`src/logic/iac_pkg.sv`:
```
`default_nettype none
package iac_pkg;
   // ---------------------------------------------------------------
   // register map (byte addresses)
   // ---------------------------------------------------------------
   localparam logic [7:0] ADDR_CTRL   = 8'h00;
   localparam logic [7:0] ADDR_DEPTH  = 8'h04;
   localparam logic [7:0] ADDR_STAT   = 8'h08;
   localparam logic [7:0] ADDR_DATA   = 8'h0C;
   localparam logic [7:0] ADDR_DATACL = 8'h10;
   localparam logic [7:0] ADDR_CALC   = 8'h14;
   localparam logic [7:0] ADDR_IRQST  = 8'h18;
   localparam logic [7:0] ADDR_IRQMSK = 8'h1C;
   // ---------------------------------------------------------------
   // control fields
   // ---------------------------------------------------------------
   localparam int CTRL_START_BIT  = 0;
   localparam int CTRL_HALT_BIT   = 1;
   localparam int CTRL_OFF_BIT    = 2;
   localparam int CTRL_CLEAR_BIT  = 3;
   localparam int CTRL_POWER_BIT  = 4;
   localparam int CTRL_SIGNED_BIT = 5;
   localparam int CTRL_COUNT_LSB  = 8;
   localparam int IRQ_DONE_BIT    = 0;
   localparam int IRQ_RUNEND_BIT  = 1;
   // ---------------------------------------------------------------
   // limits and resets
   // ---------------------------------------------------------------
   localparam logic [3:0]  DEPTH_MIN   = 4'h7;
   localparam logic [3:0]  DEPTH_MAX   = 4'hD;
   localparam logic [3:0]  DEPTH_RST   = 4'hA;
   localparam logic [15:0] CALC_RST    = 16'h002D;
   localparam logic [1:0]  IRQ_RST     = 2'h0;
   localparam int          RES_W       = 16;
   typedef struct packed {
      logic       run;
      logic       continuous;
      logic       powered;
      logic       integ_en;
   } iac_stat_s;
endpackage
`default_nettype wire

```
`src/logic/iac_top.sv`:
```
`default_nettype none
// Notes on behaviour
// - bit depth 7..13, default when unset
// - depth change stops a running conversion
// - full stop powers down integrator, timer
// - start takes 8-bit count, 0 continuous
// - halt stops at once, power kept
// - ready flag nonzero after a conversion
// - result kept until next overwrites it
// - clear command zeroes ready flag
// - read-and-clear returns result, clears flag
// - compare 2^(depth+2), period adds calc time
// - integrator switch 0 off, 1 on
// - unsigned 0..2^N, signed centred on zero
module iac_top
   import iac_pkg::*;
#(
   parameter logic [3:0]  DEFAULT_DEPTH = DEPTH_RST,
   parameter logic [15:0] DEFAULT_CALC  = CALC_RST
)(
   input  wire logic        mclk_i,
   input  wire logic        rst_n_i,
   input  wire logic        psel,
   input  wire logic        penable,
   input  wire logic        pwrite,
   input  wire logic [7:0]  paddr,
   input  wire logic [31:0] pwdata,
   output logic [31:0]      prdata,
   output logic             pready,
   output logic             pslverr,
   input  wire logic        comparator_i,
   output logic             integrator_switch_control_o,
   output logic             analog_power_o,
   output logic             irq_o
);
   // ---------------------------------------------------------------
   // state
   // ---------------------------------------------------------------
   typedef enum logic [1:0] {S_OFF, S_IDLE, S_RUN} iac_state_e;
   iac_state_e  state;
   logic [3:0]  bit_depth_value;
   logic [15:0] calculation_time;
   logic [7:0]  sample_run_count;
   logic        continuous;
   logic        signed_fmt;
   logic        result_ready;
   logic [15:0] result_hold;
   logic [1:0]  irq_stat;
   logic [1:0]  irq_mask;
   logic [2:0]  cmp_sync;
   logic        cmp_lvl;
   logic        wr_acc;
   logic        rd_acc;
   logic        running;
   logic        integ;
   logic        period_end;
   logic [15:0] raw_count;
   logic [15:0] next_result;
   logic        run_end;
   logic        depth_wr;
   logic        ctrl_wr;
   logic        start_cmd;
   logic        halt_cmd;
   logic        off_cmd;
   logic        clr_cmd;
   logic        rdclr;
   logic        mapped;
   logic [31:0] rd_mux;
   logic [1:0]  irq_event;
   // ---------------------------------------------------------------
   // bus decode
   // ---------------------------------------------------------------
   assign pready  = 1'b1;
   assign mapped  = (paddr[1:0] == 2'h0) && (paddr <= ADDR_IRQMSK);
   assign pslverr = psel && penable && !mapped;
   assign wr_acc  = psel && penable && pwrite && mapped;
   assign rd_acc  = psel && penable && !pwrite && mapped;
   assign ctrl_wr   = wr_acc && (paddr == ADDR_CTRL);
   assign depth_wr  = wr_acc && (paddr == ADDR_DEPTH);
   assign start_cmd = ctrl_wr && pwdata[CTRL_START_BIT];
   assign halt_cmd  = ctrl_wr && pwdata[CTRL_HALT_BIT];
   assign off_cmd   = ctrl_wr && pwdata[CTRL_OFF_BIT];
   assign clr_cmd   = ctrl_wr && pwdata[CTRL_CLEAR_BIT];
   assign rdclr     = rd_acc && (paddr == ADDR_DATACL);
   assign running   = (state == S_RUN);
   // ---------------------------------------------------------------
   // comparator synchroniser
   // ---------------------------------------------------------------
   always_ff @(posedge mclk_i or negedge rst_n_i) begin
      if (!rst_n_i) begin
         cmp_sync <= 3'h0;
         cmp_lvl  <= 1'b0;
      end else begin
         cmp_sync <= {cmp_sync[1:0], comparator_i};
         if (cmp_sync[1] == cmp_sync[2]) begin
            cmp_lvl <= cmp_sync[2];
         end
      end
   end
   // ---------------------------------------------------------------
   // timer and counter
   // ---------------------------------------------------------------
   iac_timer u_timer (
      .mclk_i       (mclk_i),
      .rst_n_i      (rst_n_i),
      .run_i        (running),
      .depth_i      (bit_depth_value),
      .calc_i       (calculation_time),
      .integ_o      (integ),
      .period_end_o (period_end)
   );
   iac_counter u_count (
      .mclk_i  (mclk_i),
      .rst_n_i (rst_n_i),
      .clr_i   (!running || period_end),
      .integ_i (integ),
      .cmp_i   (cmp_lvl),
      .count_o (raw_count)
   );
   assign integrator_switch_control_o = integ;
   always_comb begin
      next_result = raw_count;
      if (signed_fmt) begin
         next_result = raw_count - (16'h0001 << (bit_depth_value - 4'h1));
      end
   end
   assign run_end = period_end && !continuous &&
                    (sample_run_count == 8'h01);
   // ---------------------------------------------------------------
   // configuration
   // ---------------------------------------------------------------
   // depth range and default
   always_ff @(posedge mclk_i or negedge rst_n_i) begin
      if (!rst_n_i) begin
         bit_depth_value <= DEFAULT_DEPTH;
      end else if (depth_wr && pwdata[3:0] >= DEPTH_MIN &&
                   pwdata[3:0] <= DEPTH_MAX) begin
         bit_depth_value <= pwdata[3:0];
      end
   end
   always_ff @(posedge mclk_i or negedge rst_n_i) begin
      if (!rst_n_i) begin
         calculation_time <= DEFAULT_CALC;
      end else if (wr_acc && paddr == ADDR_CALC && !running) begin
         calculation_time <= pwdata[15:0];
      end
   end
   always_ff @(posedge mclk_i or negedge rst_n_i) begin
      if (!rst_n_i) begin
         signed_fmt <= 1'b1;
      end else if (ctrl_wr && !running) begin
         signed_fmt <= pwdata[CTRL_SIGNED_BIT];
      end
   end
   // ---------------------------------------------------------------
   // sequencer
   // ---------------------------------------------------------------
   always_ff @(posedge mclk_i or negedge rst_n_i) begin
      if (!rst_n_i) begin
         state            <= S_OFF;
         sample_run_count <= 8'h00;
         continuous       <= 1'b0;
      end else begin
         unique case (state)
            S_OFF: begin
               if (ctrl_wr && pwdata[CTRL_POWER_BIT] && !off_cmd) begin
                  state <= S_IDLE;
               end
            end
            S_IDLE: begin
               if (off_cmd) begin
                  state <= S_OFF;
               end else if (start_cmd && !halt_cmd) begin
                  state            <= S_RUN;
                  sample_run_count <= pwdata[CTRL_COUNT_LSB +: 8];
                  continuous       <= (pwdata[CTRL_COUNT_LSB +: 8] == 8'h00);
               end
            end
            S_RUN: begin
               if (off_cmd) begin
                  state <= S_OFF;
               end else if (halt_cmd || depth_wr) begin
                  state <= S_IDLE;
               end else if (period_end && !continuous) begin
                  sample_run_count <= sample_run_count - 8'h01;
                  if (run_end) begin
                     state <= S_IDLE;
                  end
               end
            end
         endcase
      end
   end
   assign analog_power_o = (state != S_OFF);
   // ---------------------------------------------------------------
   // result and ready flag
   // ---------------------------------------------------------------
   // overwrite on completion
   always_ff @(posedge mclk_i or negedge rst_n_i) begin
      if (!rst_n_i) begin
         result_hold <= 16'h0000;
      end else if (period_end) begin
         result_hold <= next_result;
      end
   end
   always_ff @(posedge mclk_i or negedge rst_n_i) begin
      if (!rst_n_i) begin
         result_ready <= 1'b0;
      end else if (period_end) begin
         result_ready <= 1'b1;
      end else if (clr_cmd || rdclr) begin
         result_ready <= 1'b0;
      end
   end
   // ---------------------------------------------------------------
   // interrupts
   // ---------------------------------------------------------------
   always_comb begin
      irq_event                 = 2'h0;
      irq_event[IRQ_DONE_BIT]   = period_end;
      irq_event[IRQ_RUNEND_BIT] = run_end;
   end
   // per-bit sticky status, set beats write-one-to-clear
   for (genvar g = 0; g < 2; g++) begin : g_irq
      always_ff @(posedge mclk_i or negedge rst_n_i) begin
         if (!rst_n_i) begin
            irq_stat[g] <= IRQ_RST[g];
         end else if (irq_event[g]) begin
            irq_stat[g] <= 1'b1;
         end else if (wr_acc && paddr == ADDR_IRQST && pwdata[g]) begin
            irq_stat[g] <= 1'b0;
         end
      end
   end
   always_ff @(posedge mclk_i or negedge rst_n_i) begin
      if (!rst_n_i) begin
         irq_mask <= IRQ_RST;
      end else if (wr_acc && paddr == ADDR_IRQMSK) begin
         irq_mask <= pwdata[1:0];
      end
   end
   assign irq_o = |(irq_stat & irq_mask);
   // ---------------------------------------------------------------
   // read mux
   // ---------------------------------------------------------------
   iac_stat_s st;
   assign st = '{run: running, continuous: continuous,
                 powered: analog_power_o, integ_en: integ};
   always_comb begin
      rd_mux = 32'h0000_0000;
      unique case (paddr)
         ADDR_CTRL:   rd_mux = {16'h0000, sample_run_count, 2'h0,
                                signed_fmt, analog_power_o, 4'h0};
         ADDR_DEPTH:  rd_mux = {28'h0000000, bit_depth_value};
         ADDR_STAT:   rd_mux = {27'h0000000, st, result_ready};
         ADDR_DATA:   rd_mux = {16'h0000, result_hold};
         ADDR_DATACL: rd_mux = {16'h0000, result_hold};
         ADDR_CALC:   rd_mux = {16'h0000, calculation_time};
         ADDR_IRQST:  rd_mux = {30'h00000000, irq_stat};
         ADDR_IRQMSK: rd_mux = {30'h00000000, irq_mask};
         default:     rd_mux = 32'h0000_0000;
      endcase
   end
   // read word captured in setup phase, shown only in access phase;
   // a result landing between the two is not seen by that read
   always_ff @(posedge mclk_i or negedge rst_n_i) begin
      if (!rst_n_i) begin
         prdata <= 32'h0000_0000;
      end else if (psel && !penable && !pwrite && mapped) begin
         prdata <= rd_mux;
      end else begin
         prdata <= 32'h0000_0000;
      end
   end
   // ---------------------------------------------------------------
   // checks
   // ---------------------------------------------------------------
   stop_on_halt_a: assert property (
      @(posedge mclk_i) disable iff (!rst_n_i)
      halt_cmd && running |=> !running && analog_power_o)
      else $error("halt did not stop run");
   off_powers_a: assert property (
      @(posedge mclk_i) disable iff (!rst_n_i)
      off_cmd |=> !analog_power_o && !integrator_switch_control_o)
      else $error("full stop left power on");
   depth_stop_a: assert property (
      @(posedge mclk_i) disable iff (!rst_n_i)
      depth_wr && running |=> !running)
      else $error("depth change kept running");
   depth_range_a: assert property (
      @(posedge mclk_i) disable iff (!rst_n_i)
      bit_depth_value >= DEPTH_MIN && bit_depth_value <= DEPTH_MAX)
      else $error("depth out of range");
   ready_set_a: assert property (
      @(posedge mclk_i) disable iff (!rst_n_i)
      period_end |=> result_ready && result_hold == $past(next_result))
      else $error("result not loaded with flag");
   clear_flag_a: assert property (
      @(posedge mclk_i) disable iff (!rst_n_i)
      (clr_cmd || rdclr) && !period_end |=> !result_ready)
      else $error("flag not cleared");
   hold_result_a: assert property (
      @(posedge mclk_i) disable iff (!rst_n_i)
      !period_end |=> $stable(result_hold))
      else $error("result changed early");
   run_end_a: assert property (
      @(posedge mclk_i) disable iff (!rst_n_i)
      run_end && !halt_cmd && !off_cmd && !depth_wr |=> !running)
      else $error("finite run did not stop");
   continuous_a: assert property (
      @(posedge mclk_i) disable iff (!rst_n_i)
      start_cmd && state == S_IDLE && !halt_cmd && !off_cmd &&
      pwdata[CTRL_COUNT_LSB +: 8] == 8'h00 |=> running && continuous)
      else $error("zero count not continuous");
   switch_idle_a: assert property (
      @(posedge mclk_i) disable iff (!rst_n_i)
      !running |-> !integrator_switch_control_o)
      else $error("integrator enabled while idle");
   run_power_a: assert property (
      @(posedge mclk_i) disable iff (!rst_n_i)
      running |-> analog_power_o)
      else $error("running while powered down");
   count_down_a: assert property (
      @(posedge mclk_i) disable iff (!rst_n_i)
      running && period_end && !continuous && !halt_cmd && !off_cmd &&
      !depth_wr |=> sample_run_count == $past(sample_run_count) - 8'h01)
      else $error("sample count not decremented");
   unsigned_load_a: assert property (
      @(posedge mclk_i) disable iff (!rst_n_i)
      period_end && !signed_fmt |=> result_hold == $past(raw_count))
      else $error("unsigned result not raw count");
   stat_read_a: assert property (
      @(posedge mclk_i) disable iff (!rst_n_i)
      psel && !penable && !pwrite && paddr == ADDR_STAT |=>
         prdata[0] == $past(result_ready))
      else $error("ready flag not shown");
   read_clear_data_a: assert property (
      @(posedge mclk_i) disable iff (!rst_n_i)
      psel && !penable && !pwrite && paddr == ADDR_DATACL |=>
         prdata == {16'h0000, $past(result_hold)})
      else $error("read-and-clear data wrong");
endmodule
`default_nettype wire

```
`src/logic/iac_timer.sv`:
```
`default_nettype none
// integration period timer: integrate window then calculation gap
module iac_timer
   import iac_pkg::*;
(
   input  wire logic        mclk_i,
   input  wire logic        rst_n_i,
   input  wire logic        run_i,
   input  wire logic [3:0]  depth_i,
   input  wire logic [15:0] calc_i,
   output logic             integ_o,
   output logic             period_end_o
);
   logic [16:0] cnt;
   logic [16:0] cmp;
   logic [16:0] per;
   assign cmp = 17'h00001 << (depth_i + 4'h2);
   assign per = cmp + {1'b0, calc_i};
   assign period_end_o = run_i && (cnt == per - 17'h00001);
   assign integ_o      = run_i && (cnt < cmp);
   always_ff @(posedge mclk_i or negedge rst_n_i) begin
      if (!rst_n_i) begin
         cnt <= 17'h00000;
      end else if (!run_i || period_end_o) begin
         cnt <= 17'h00000;
      end else begin
         cnt <= cnt + 17'h00001;
      end
   end
endmodule
`default_nettype wire

```
`src/logic/iac_counter.sv`:
```
`default_nettype none
// counts comparator-high cycles during integration, one per 4 clocks
module iac_counter
   import iac_pkg::*;
(
   input  wire logic        mclk_i,
   input  wire logic        rst_n_i,
   input  wire logic        clr_i,
   input  wire logic        integ_i,
   input  wire logic        cmp_i,
   output logic [15:0]      count_o
);
   logic [1:0] ph;
   always_ff @(posedge mclk_i or negedge rst_n_i) begin
      if (!rst_n_i) begin
         ph      <= 2'h0;
         count_o <= 16'h0000;
      end else if (clr_i) begin
         ph      <= 2'h0;
         count_o <= 16'h0000;
      end else if (integ_i) begin
         ph <= ph + 2'h1;
         if (ph == 2'h3 && cmp_i) begin
            count_o <= count_o + 16'h0001;
         end
      end
   end
endmodule
`default_nettype wire

```
`config.mk`:
```
export PLATFORM = sky130hd
export DESIGN_NAME = iac_top
export DESIGN_NICKNAME = d
export VERILOG_FILES = /design/src/logic/iac_pkg.sv /design/src/logic/iac_top.sv /design/src/logic/iac_timer.sv /design/src/logic/iac_counter.sv
export SDC_FILE = /design/constraint.sdc
export NUM_CORES = 1
export LEC_CHECK = 0
export ABC_AREA = 1
export BUFFER_PORTS_ARGS = -buffer_cell sky130_fd_sc_hd__buf_2
export CORE_ASPECT_RATIO = 0.9
export CORE_MARGIN = 2
export CORE_UTILIZATION = 55
export CTS_BUF_LIST = sky130_fd_sc_hd__clkbuf_16
export DETAILED_ROUTE_END_ITERATION = 8
export PLACE_DENSITY = 0.81
export SLEW_MARGIN = 40
export SYNTH_ARGS = -nofsm -noshare
export SYNTH_HDL_FRONTEND = slang
export SYNTH_SLANG_ARGS = --single-unit
```
`constraint.sdc`:
```
create_clock -name mclk_i -period 4.2 [get_ports mclk_i]
set_input_delay 0.63 -clock mclk_i [delete_from_list [all_inputs] [get_ports mclk_i]]
set_output_delay 0.63 -clock mclk_i [all_outputs]
set_load 0.01 [all_outputs]
```
==> flow_metrics.py, run 1 <==
metrics = {
    "critical_path": {
        "critPathBufInv": 7,
        "required_ps": 4460,
        "ff2ff_setup_slack_ps": 120,
        "path_delay_family": "simple AND/OR/NAND/NOR gates",
        "cp_slowest_cell": "dfstp_2",
        "cpPeakStageDelay_ps": 610,
        "cp-start-kind": "flip-flop",
        "crit_type": "flip-flop to flip-flop",
        "cp-end-kind": "flip-flop",
        "reg2reg_from": "bit_depth_value[1]",
        "cp-startpoint": "bit_depth_value[1]",
        "path_max_fanout": 5,
        "cp_data_arrival_time_ps": 4340,
    },
    "final_layout": {
        "drive_above_1_share_pct": 16.3,
        "fillers": 1335,
        "multi_input_area_mm2": 0.00525,
        "final_nets": 1431,
        "diodes": 0,
        "fin_cells": 1518,
        "seqCellArea_mm2": 0.00271,
        "area_delta_synth_final_pct": 13.9,
    },
    "sta": {
        "layout_min_cycle_time_ps": 4080,
        "slew_viol_final": 0,
        "tightest_slew_ps": 745,
        "max_freq_mhz": 245,
        "max_slew_margin_pct": 50.2,
        "setup_violations": 0,
        "hold_viol_final": 0,
        "skew_ps": 12.1,
        "min_period_over_period_pct": 97.0,
        "fin_tns_setup_ps": 0,
    },
    "yosys": {
        "synth_compound_area_share_pct": 12.0,
        "synth_xor_area_share_pct": 3.11,
        "synth.area.mux_share_pct": 0.259,
        "ys.flop_type": "dfrtp_1",
        "syn_area_mm2": 0.00869,
        "yosys-top-cells-area": "dfrtp_1, nand2_1, ha_1",
        "synth_edf_count": 0,
        "synthAdderAreaFrac_pct": 10.9,
        "synth_warnings": 0,
        "async_flop_share_pct": 100,
        "ys_types": 59,
        "synth_top_family_by_area": "simple AND/OR/NAND/NOR gates",
        "synth_simple_gate_area_share_pct": 30.2,
        "seq_area_frac_synth_pct": 31.2,
        "yosys.area.top_type": "dfrtp_1",
        "avgSynthCellArea_um2": 7.03,
        "synth_top_area_share_pct": 29.1,
        "synth_cells": 1236,
        "ys_ff_latch": 108,
    },
    "placement": {
        "place.gp.congestion": 0.992,
        "dp_hpwl_um": 17800,
        "port_buffers": 49,
        "post-place-cells": 1495,
    },
    "floorplanning": {
        "die_w_um": 137,
        "rows": 43,
        "coreArea_mm2": 0.0154,
        "ios": 83,
        "die_area_mm2": 0.0168,
        "start_util_pct": 56.3,
        "die_height_um": 123,
    },
    "clock_tree": {
        "clockBufferDepth": 2,
        "htree_levels": 3,
        "numClockSinks": 108,
        "root_buffer": "clkbuf_16",
        "insertion_delay_ps": 360,
        "clk_pin_slew_worst_paths_ps": 80,
        "cts_made_buffers": 9,
        "cts_hold_buf": 0,
        "cts_tree": "done",
    },
    "power": {
        "power_frac_clock_pct": 34.0,
        "seq_power_share_pct": 47.0,
        "leakage_nw": 5.04,
        "combPwrFrac_pct": 19.0,
        "p_int_mw": 1.67,
        "power-per-cell-area_mw_per_mm2": 247,
        "p_switching_mw": 0.768,
        "p_sw_share_pct": 31.5,
        "ir_drop_uv": 293,
    },
    "outcome": {
        "status": "finished clean",
    },
    "drt": {
        "post-route-drc-count": 0,
        "first_iter_violations": 803,
        "vias_per_cell": 5.59,
        "post_drt_wl_per_cell_um": 15.7,
        "ant_nets": 0,
        "drt-total-wl_um": 23800,
        "num_vias": 8481,
        "dr.pass1.iters": 7,
    },
    "global_routing": {
        "grt_pass1_vias": 7836,
        "grtUsageTotal_pct": 28.6,
        "grt_remaining_overflow": 0,
        "grt_pass1_wl_um": 37500,
        "grt_max_degree": 47,
        "antenna_found_initial": 0,
    },
    "flow_run": {
        "cap_viol_max_count": 0,
    },
    "worst_hold_path": {
        "hp-class": "input pin to asynchronous set/reset pin",
    },
}
[area by class of cell]
| cell class | count | area share, % |
|---|---|---|
| clock inverter | 7 | 0.531 |
| sequential | 108 | 27.4 |
| tap | 202 | 2.55 |
| clock buffer | 9 | 2.27 |
| multi-input combinational | 885 | 53.0 |
| inverter | 218 | 8.37 |
| timing repair buffer | 89 | 5.90 |
[worst register-to-register path, delay by kind of cell, from the launching register on]
kind | cells | cell delay, ps
AND/OR/NAND/NOR | 18 | 2050
adder cells (fa/ha/maj) | 3 | 770
flip-flops | 1 | 610
buffers and inverters | 7 | 550
[worst paths after layout]
kind                                       to  depth (start not counted)
min in group mclk_i               cmp_sync[1]                          0
max in group asynchronous  bit_depth_value[3]                          2
min reg2reg                       cmp_sync[1]                          0
max                                  state[1]                         28
max reg2reg                          state[1]                         28
min                                  state[1]                          1
[cell usage after synthesis (all sizes together) (3+ instances only)]
master	instances
nor3b	7
nand2	282
o22ai	14
a221oi	4
o21bai	3
nand3	104
buf	29
xor2	21
dfrtp	101
or2	14
nand4	22
xnor2	9
o211ai	4
ha	72
o31ai	8
clkbuf	12
nor2	108
nor3	31
o21ai	73
inv	216
nor4	7
a21oi	63
dfstp	7
[stage by stage]
| step | hold WS, ps | utilization, % | cell area [µm²] | power, mW | worst slack (ps) |
|---|---|---|---|---|---|
| floorplan | 331 | - | 8750 | 1.45 | 59.7 |
| global placement | 335 | 60.1 | 9280 | 1.59 | 82.4 |
| detailed placement | 342 | 60.1 | 9280 | 1.60 | -33.1 |
| CTS | 288 | 62.0 | 9570 | 2.42 | 21.0 |
| global route | 311 | 64.1 | 9900 | 2.56 | -143 |
| finish | 266 | 64.1 | 9900 | 2.44 | 125 |
[layer usage]
| layer | vias up | routed length [µm] | GRT usage [%] |
|---|---|---|---|
| li1 | 4121 | - | - |
| met1 | 3942 | 10400 | 39.2 |
| met2 | 358 | 10900 | 45.8 |
| met3 | 60 | 1790 | 3.81 |
| met4 | 0 | 692 | 11.7 |
| met5 | - | 0 | 0 |
[power by group through the flow]
stage | clock [mW] | combinational (mW) | sequential [mW]
2_1_floorplan | 0 | 0.294 | 1.15
3_5_place_dp | 0 | 0.439 | 1.17
3_3_place_gp | 0 | 0.427 | 1.16
6_report | 0.830 | 0.464 | 1.15
5_1_grt | 0.888 | 0.518 | 1.16
4_1_cts | 0.831 | 0.446 | 1.15
[state kept, by name, indices dropped and copies added, names as in the netlist, 2 cells and up]
name	cells
cmp_sync	3
calculation_time	16
prdata	16
result_hold	16
u_count.ph	2
state	2
sample_run_count	8
u_timer.cnt	17
irq_stat	2
u_count.count_o	16
irq_mask	2
bit_depth_value	4
[cell usage in the layout (no fill, tap or decap), types with 7 or more instances in the layout]
cell,count
ha_4,12
nand3_2,10
nand2_2,21
nor2_2,9
buf_4,36
dfrtp_1,101
ha_1,56
buf_2,48
conb_1,17
o21ai_0,65
nand2_1,260
nand3_1,92
clkbuf_16,9
dfstp_2,7
or2_2,10
inv_1,202
o22ai_1,14
nor3_1,30
nor4_1,7
xnor2_1,8
nand4_1,21
a21oi_1,59
o21ai_1,7
inv_2,12
nor2_1,94
xor2_1,21
[kinds of logic after synthesis]
| family | Yosys count |
|---|---|
| and+or+nand+nor | 579 |
| buffers and inverters | 259 |
| AOI/OAI and AO/OA | 181 |
| DFF | 108 |
| adders and majority gates | 75 |
| xor gates and xnor gates | 30 |
| other | 2 |
| muxes | 2 |
[repair_timing]
item                       in CTS  in global routing
setup endpoints to repair      10                 64
setup buffers                   0                  6
resized for setup               3                 60
cloned                          0                  1
pin swaps                       0                 17
Power figures use the tool's default switching activity.
==> inputs of run 2 (changes only) <==
--- a/config.mk
+++ b/config.mk
@@ -6,12 +6,12 @@
 export NUM_CORES = 1
 export LEC_CHECK = 0
 export ABC_AREA = 1
-export BUFFER_PORTS_ARGS = -buffer_cell sky130_fd_sc_hd__buf_2
 export CORE_ASPECT_RATIO = 0.9
 export CORE_MARGIN = 2
-export CORE_UTILIZATION = 55
+export CORE_UTILIZATION = 59
 export CTS_BUF_LIST = sky130_fd_sc_hd__clkbuf_16
 export DETAILED_ROUTE_END_ITERATION = 8
+export DONT_BUFFER_PORTS = 1
 export PLACE_DENSITY = 0.81
 export SLEW_MARGIN = 40
 export SYNTH_ARGS = -nofsm -noshare
==> flow_metrics.py, run 2 (synthesized netlist as in run 1, its figures left out) <==
metrics = {
    "outcome": {
        "status": "finished clean",
    },
    "critical_path": {
        "r2r-end": "sample_run_count[0]",
        "cp_slowest_cell": "dfstp_2",
        "cp-end-kind": "flip-flop",
        "ff2ff_setup_slack_ps": 190,
        "path_delay_family": "simple AND/OR/NAND/NOR gates",
        "cp-start-kind": "flip-flop",
        "critPathBufInv": 5,
        "crit_type": "flip-flop to flip-flop",
        "reg2reg_from": "bit_depth_value[1]",
        "cpPeakStageDelay_ps": 580,
        "path_max_fanout": 8,
        "required_ps": 4510,
        "cp_data_arrival_time_ps": 4320,
        "r2r_cells": 24,
        "path_cells": "inv_2 > ha_4 > inv_4 > nand3_4 > ha_4 > inv_1 > ha_2 > inv_1 > fa_1 > nand2_1 > inv_1 > nor2_1 > nand3_1 > nor2_1 > nand3_1 > nor2_2 > nand4_1 > nor2_2 > nand4_4 > nor2_4 > nand3_4 > nand2_8 > nand2_1 > nand2_1",
    },
    "power": {
        "combPwrFrac_pct": 18.0,
        "power-per-cell-area_mw_per_mm2": 251,
        "p_sw_share_pct": 31.9,
        "p_int_mw": 1.65,
        "power_frac_clock_pct": 34.5,
        "leakage_nw": 4.84,
        "p_switching_mw": 0.775,
        "ir_drop_uv": 254,
        "seq_power_share_pct": 47.4,
    },
    "placement": {
        "place.gp.congestion": 0.966,
        "pre_cts_ws_ps": -21.3,
        "dp_hpwl_um": 17400,
        "port_buffers": 0,
    },
    "drt": {
        "post-route-drc-count": 0,
        "vias_per_cell": 5.68,
        "num_vias": 8352,
        "ant_nets": 0,
        "drt-total-wl_um": 23800,
        "dr.pass1.iters": 5,
        "post_drt_wl_per_cell_um": 16.2,
        "first_iter_violations": 710,
    },
    "final_layout": {
        "final_nets": 1387,
        "drive_above_1_share_pct": 13.4,
        "diodes": 0,
        "area_delta_synth_final_pct": 11.2,
        "top_register": "u_timer.cnt",
        "final_common_cell": "nand2_1",
        "largest_reg_flops": 17,
        "final_cell_mix": "nand2_1, inv_1, dfrtp_1",
    },
    "sta": {
        "hold_viol_final": 0,
        "skew_ps": 7.66,
        "setup_violations": 0,
        "fin_tns_setup_ps": 0,
        "layout_min_cycle_time_ps": 4010,
        "min_period_over_period_pct": 95.4,
        "holdWs_ps": 90.3,
        "slew_viol_final": 0,
        "rsz0062_at_grt": "false",
        "setup_ws_ps": 195,
        "tightest_slew_ps": 651,
        "max_slew_margin_pct": 56.5,
        "max_freq_mhz": 250,
    },
    "global_routing": {
        "antenna_found_initial": 0,
        "grt_pass1_wl_um": 37500,
        "grt_max_degree": 102,
        "grt_pass1_vias": 7640,
        "grt_remaining_overflow": 0,
        "grtUsageTotal_pct": 29.9,
    },
    "clock_tree": {
        "clockBufferDepth": 2,
        "htree_levels": 3,
        "numClockSinks": 108,
        "cts_tree": "done",
        "clk_pin_slew_worst_paths_ps": 80,
        "root_buffer": "clkbuf_16",
        "insertion_delay_ps": 370,
        "cts_made_buffers": 9,
    },
    "floorplanning": {
        "die_w_um": 132,
        "start_util_pct": 59.7,
        "rows": 42,
        "die_height_um": 119,
        "coreArea_mm2": 0.0146,
        "ios": 83,
        "die_area_mm2": 0.0157,
    },
    "flow_run": {
        "cap_viol_max_count": 0,
    },
    "worst_hold_path": {
        "hp-class": "input pin to asynchronous set/reset pin",
    },
}
run 2: metal layers:
| metal | wire length, µm | track usage, % |
|---|---|---|
| met1 | 10100 | 39.9 |
| met2 | 10900 | 47.7 |
| met3 | 1990 | 7.45 |
| met4 | 738 | 10.1 |
| met5 | 0 | 0 |
run 2: layout make-up:
type	instances	area, µm²
tap	198	248
clock inverter	7	52.6
timing repair buffer	45	382
inverter	218	826
fill	1219	4890
multi-input combinational	885	5220
sequential	108	2710
clock buffer	9	225
run 2: how the worst max path moves through the flow:
stage / endpoint / start / depth (start not counted)
global placement: result_hold[8] / bit_depth_value[1] / 24
floorplan: result_hold[4] / bit_depth_value[2] / 29
CTS: sample_run_count[4] / bit_depth_value[1] / 24
global route: result_hold[5] / bit_depth_value[1] / 26
finish: sample_run_count[0] / bit_depth_value[1] / 24
detailed placement: result_hold[0] / bit_depth_value[1] / 24
run 2: power groups by stage:
stage	clock network [mW]	logic, mW	registers (mW)
floorplan	0	0.294	1.15
finish	0.839	0.438	1.15
CTS	0.835	0.412	1.15
global placement	0	0.370	1.17
global route	0.875	0.483	1.16
detailed placement	0	0.380	1.17
run 2: per-stage QoR:
step                      area (µm²)  total power, mW  util (%)  std cells
after floorplan                 8750             1.45         -       1251
after global routing            9660             2.52      66.4       1470
final                           9660             2.43      66.4       1470
after global placement          9050             1.54      62.2       1446
after detailed placement        9050             1.55      62.2       1446
after CTS                       9360             2.40      64.3       1463
run 2: timing repair:
item,CTS,global route
setup endpoints to repair,5,64
pin swaps,0,14
buffers inserted,0,6
cloned,0,1
endpoints found under the hold margin,101,0
gates resized for setup,2,60
hold buffers,1,0
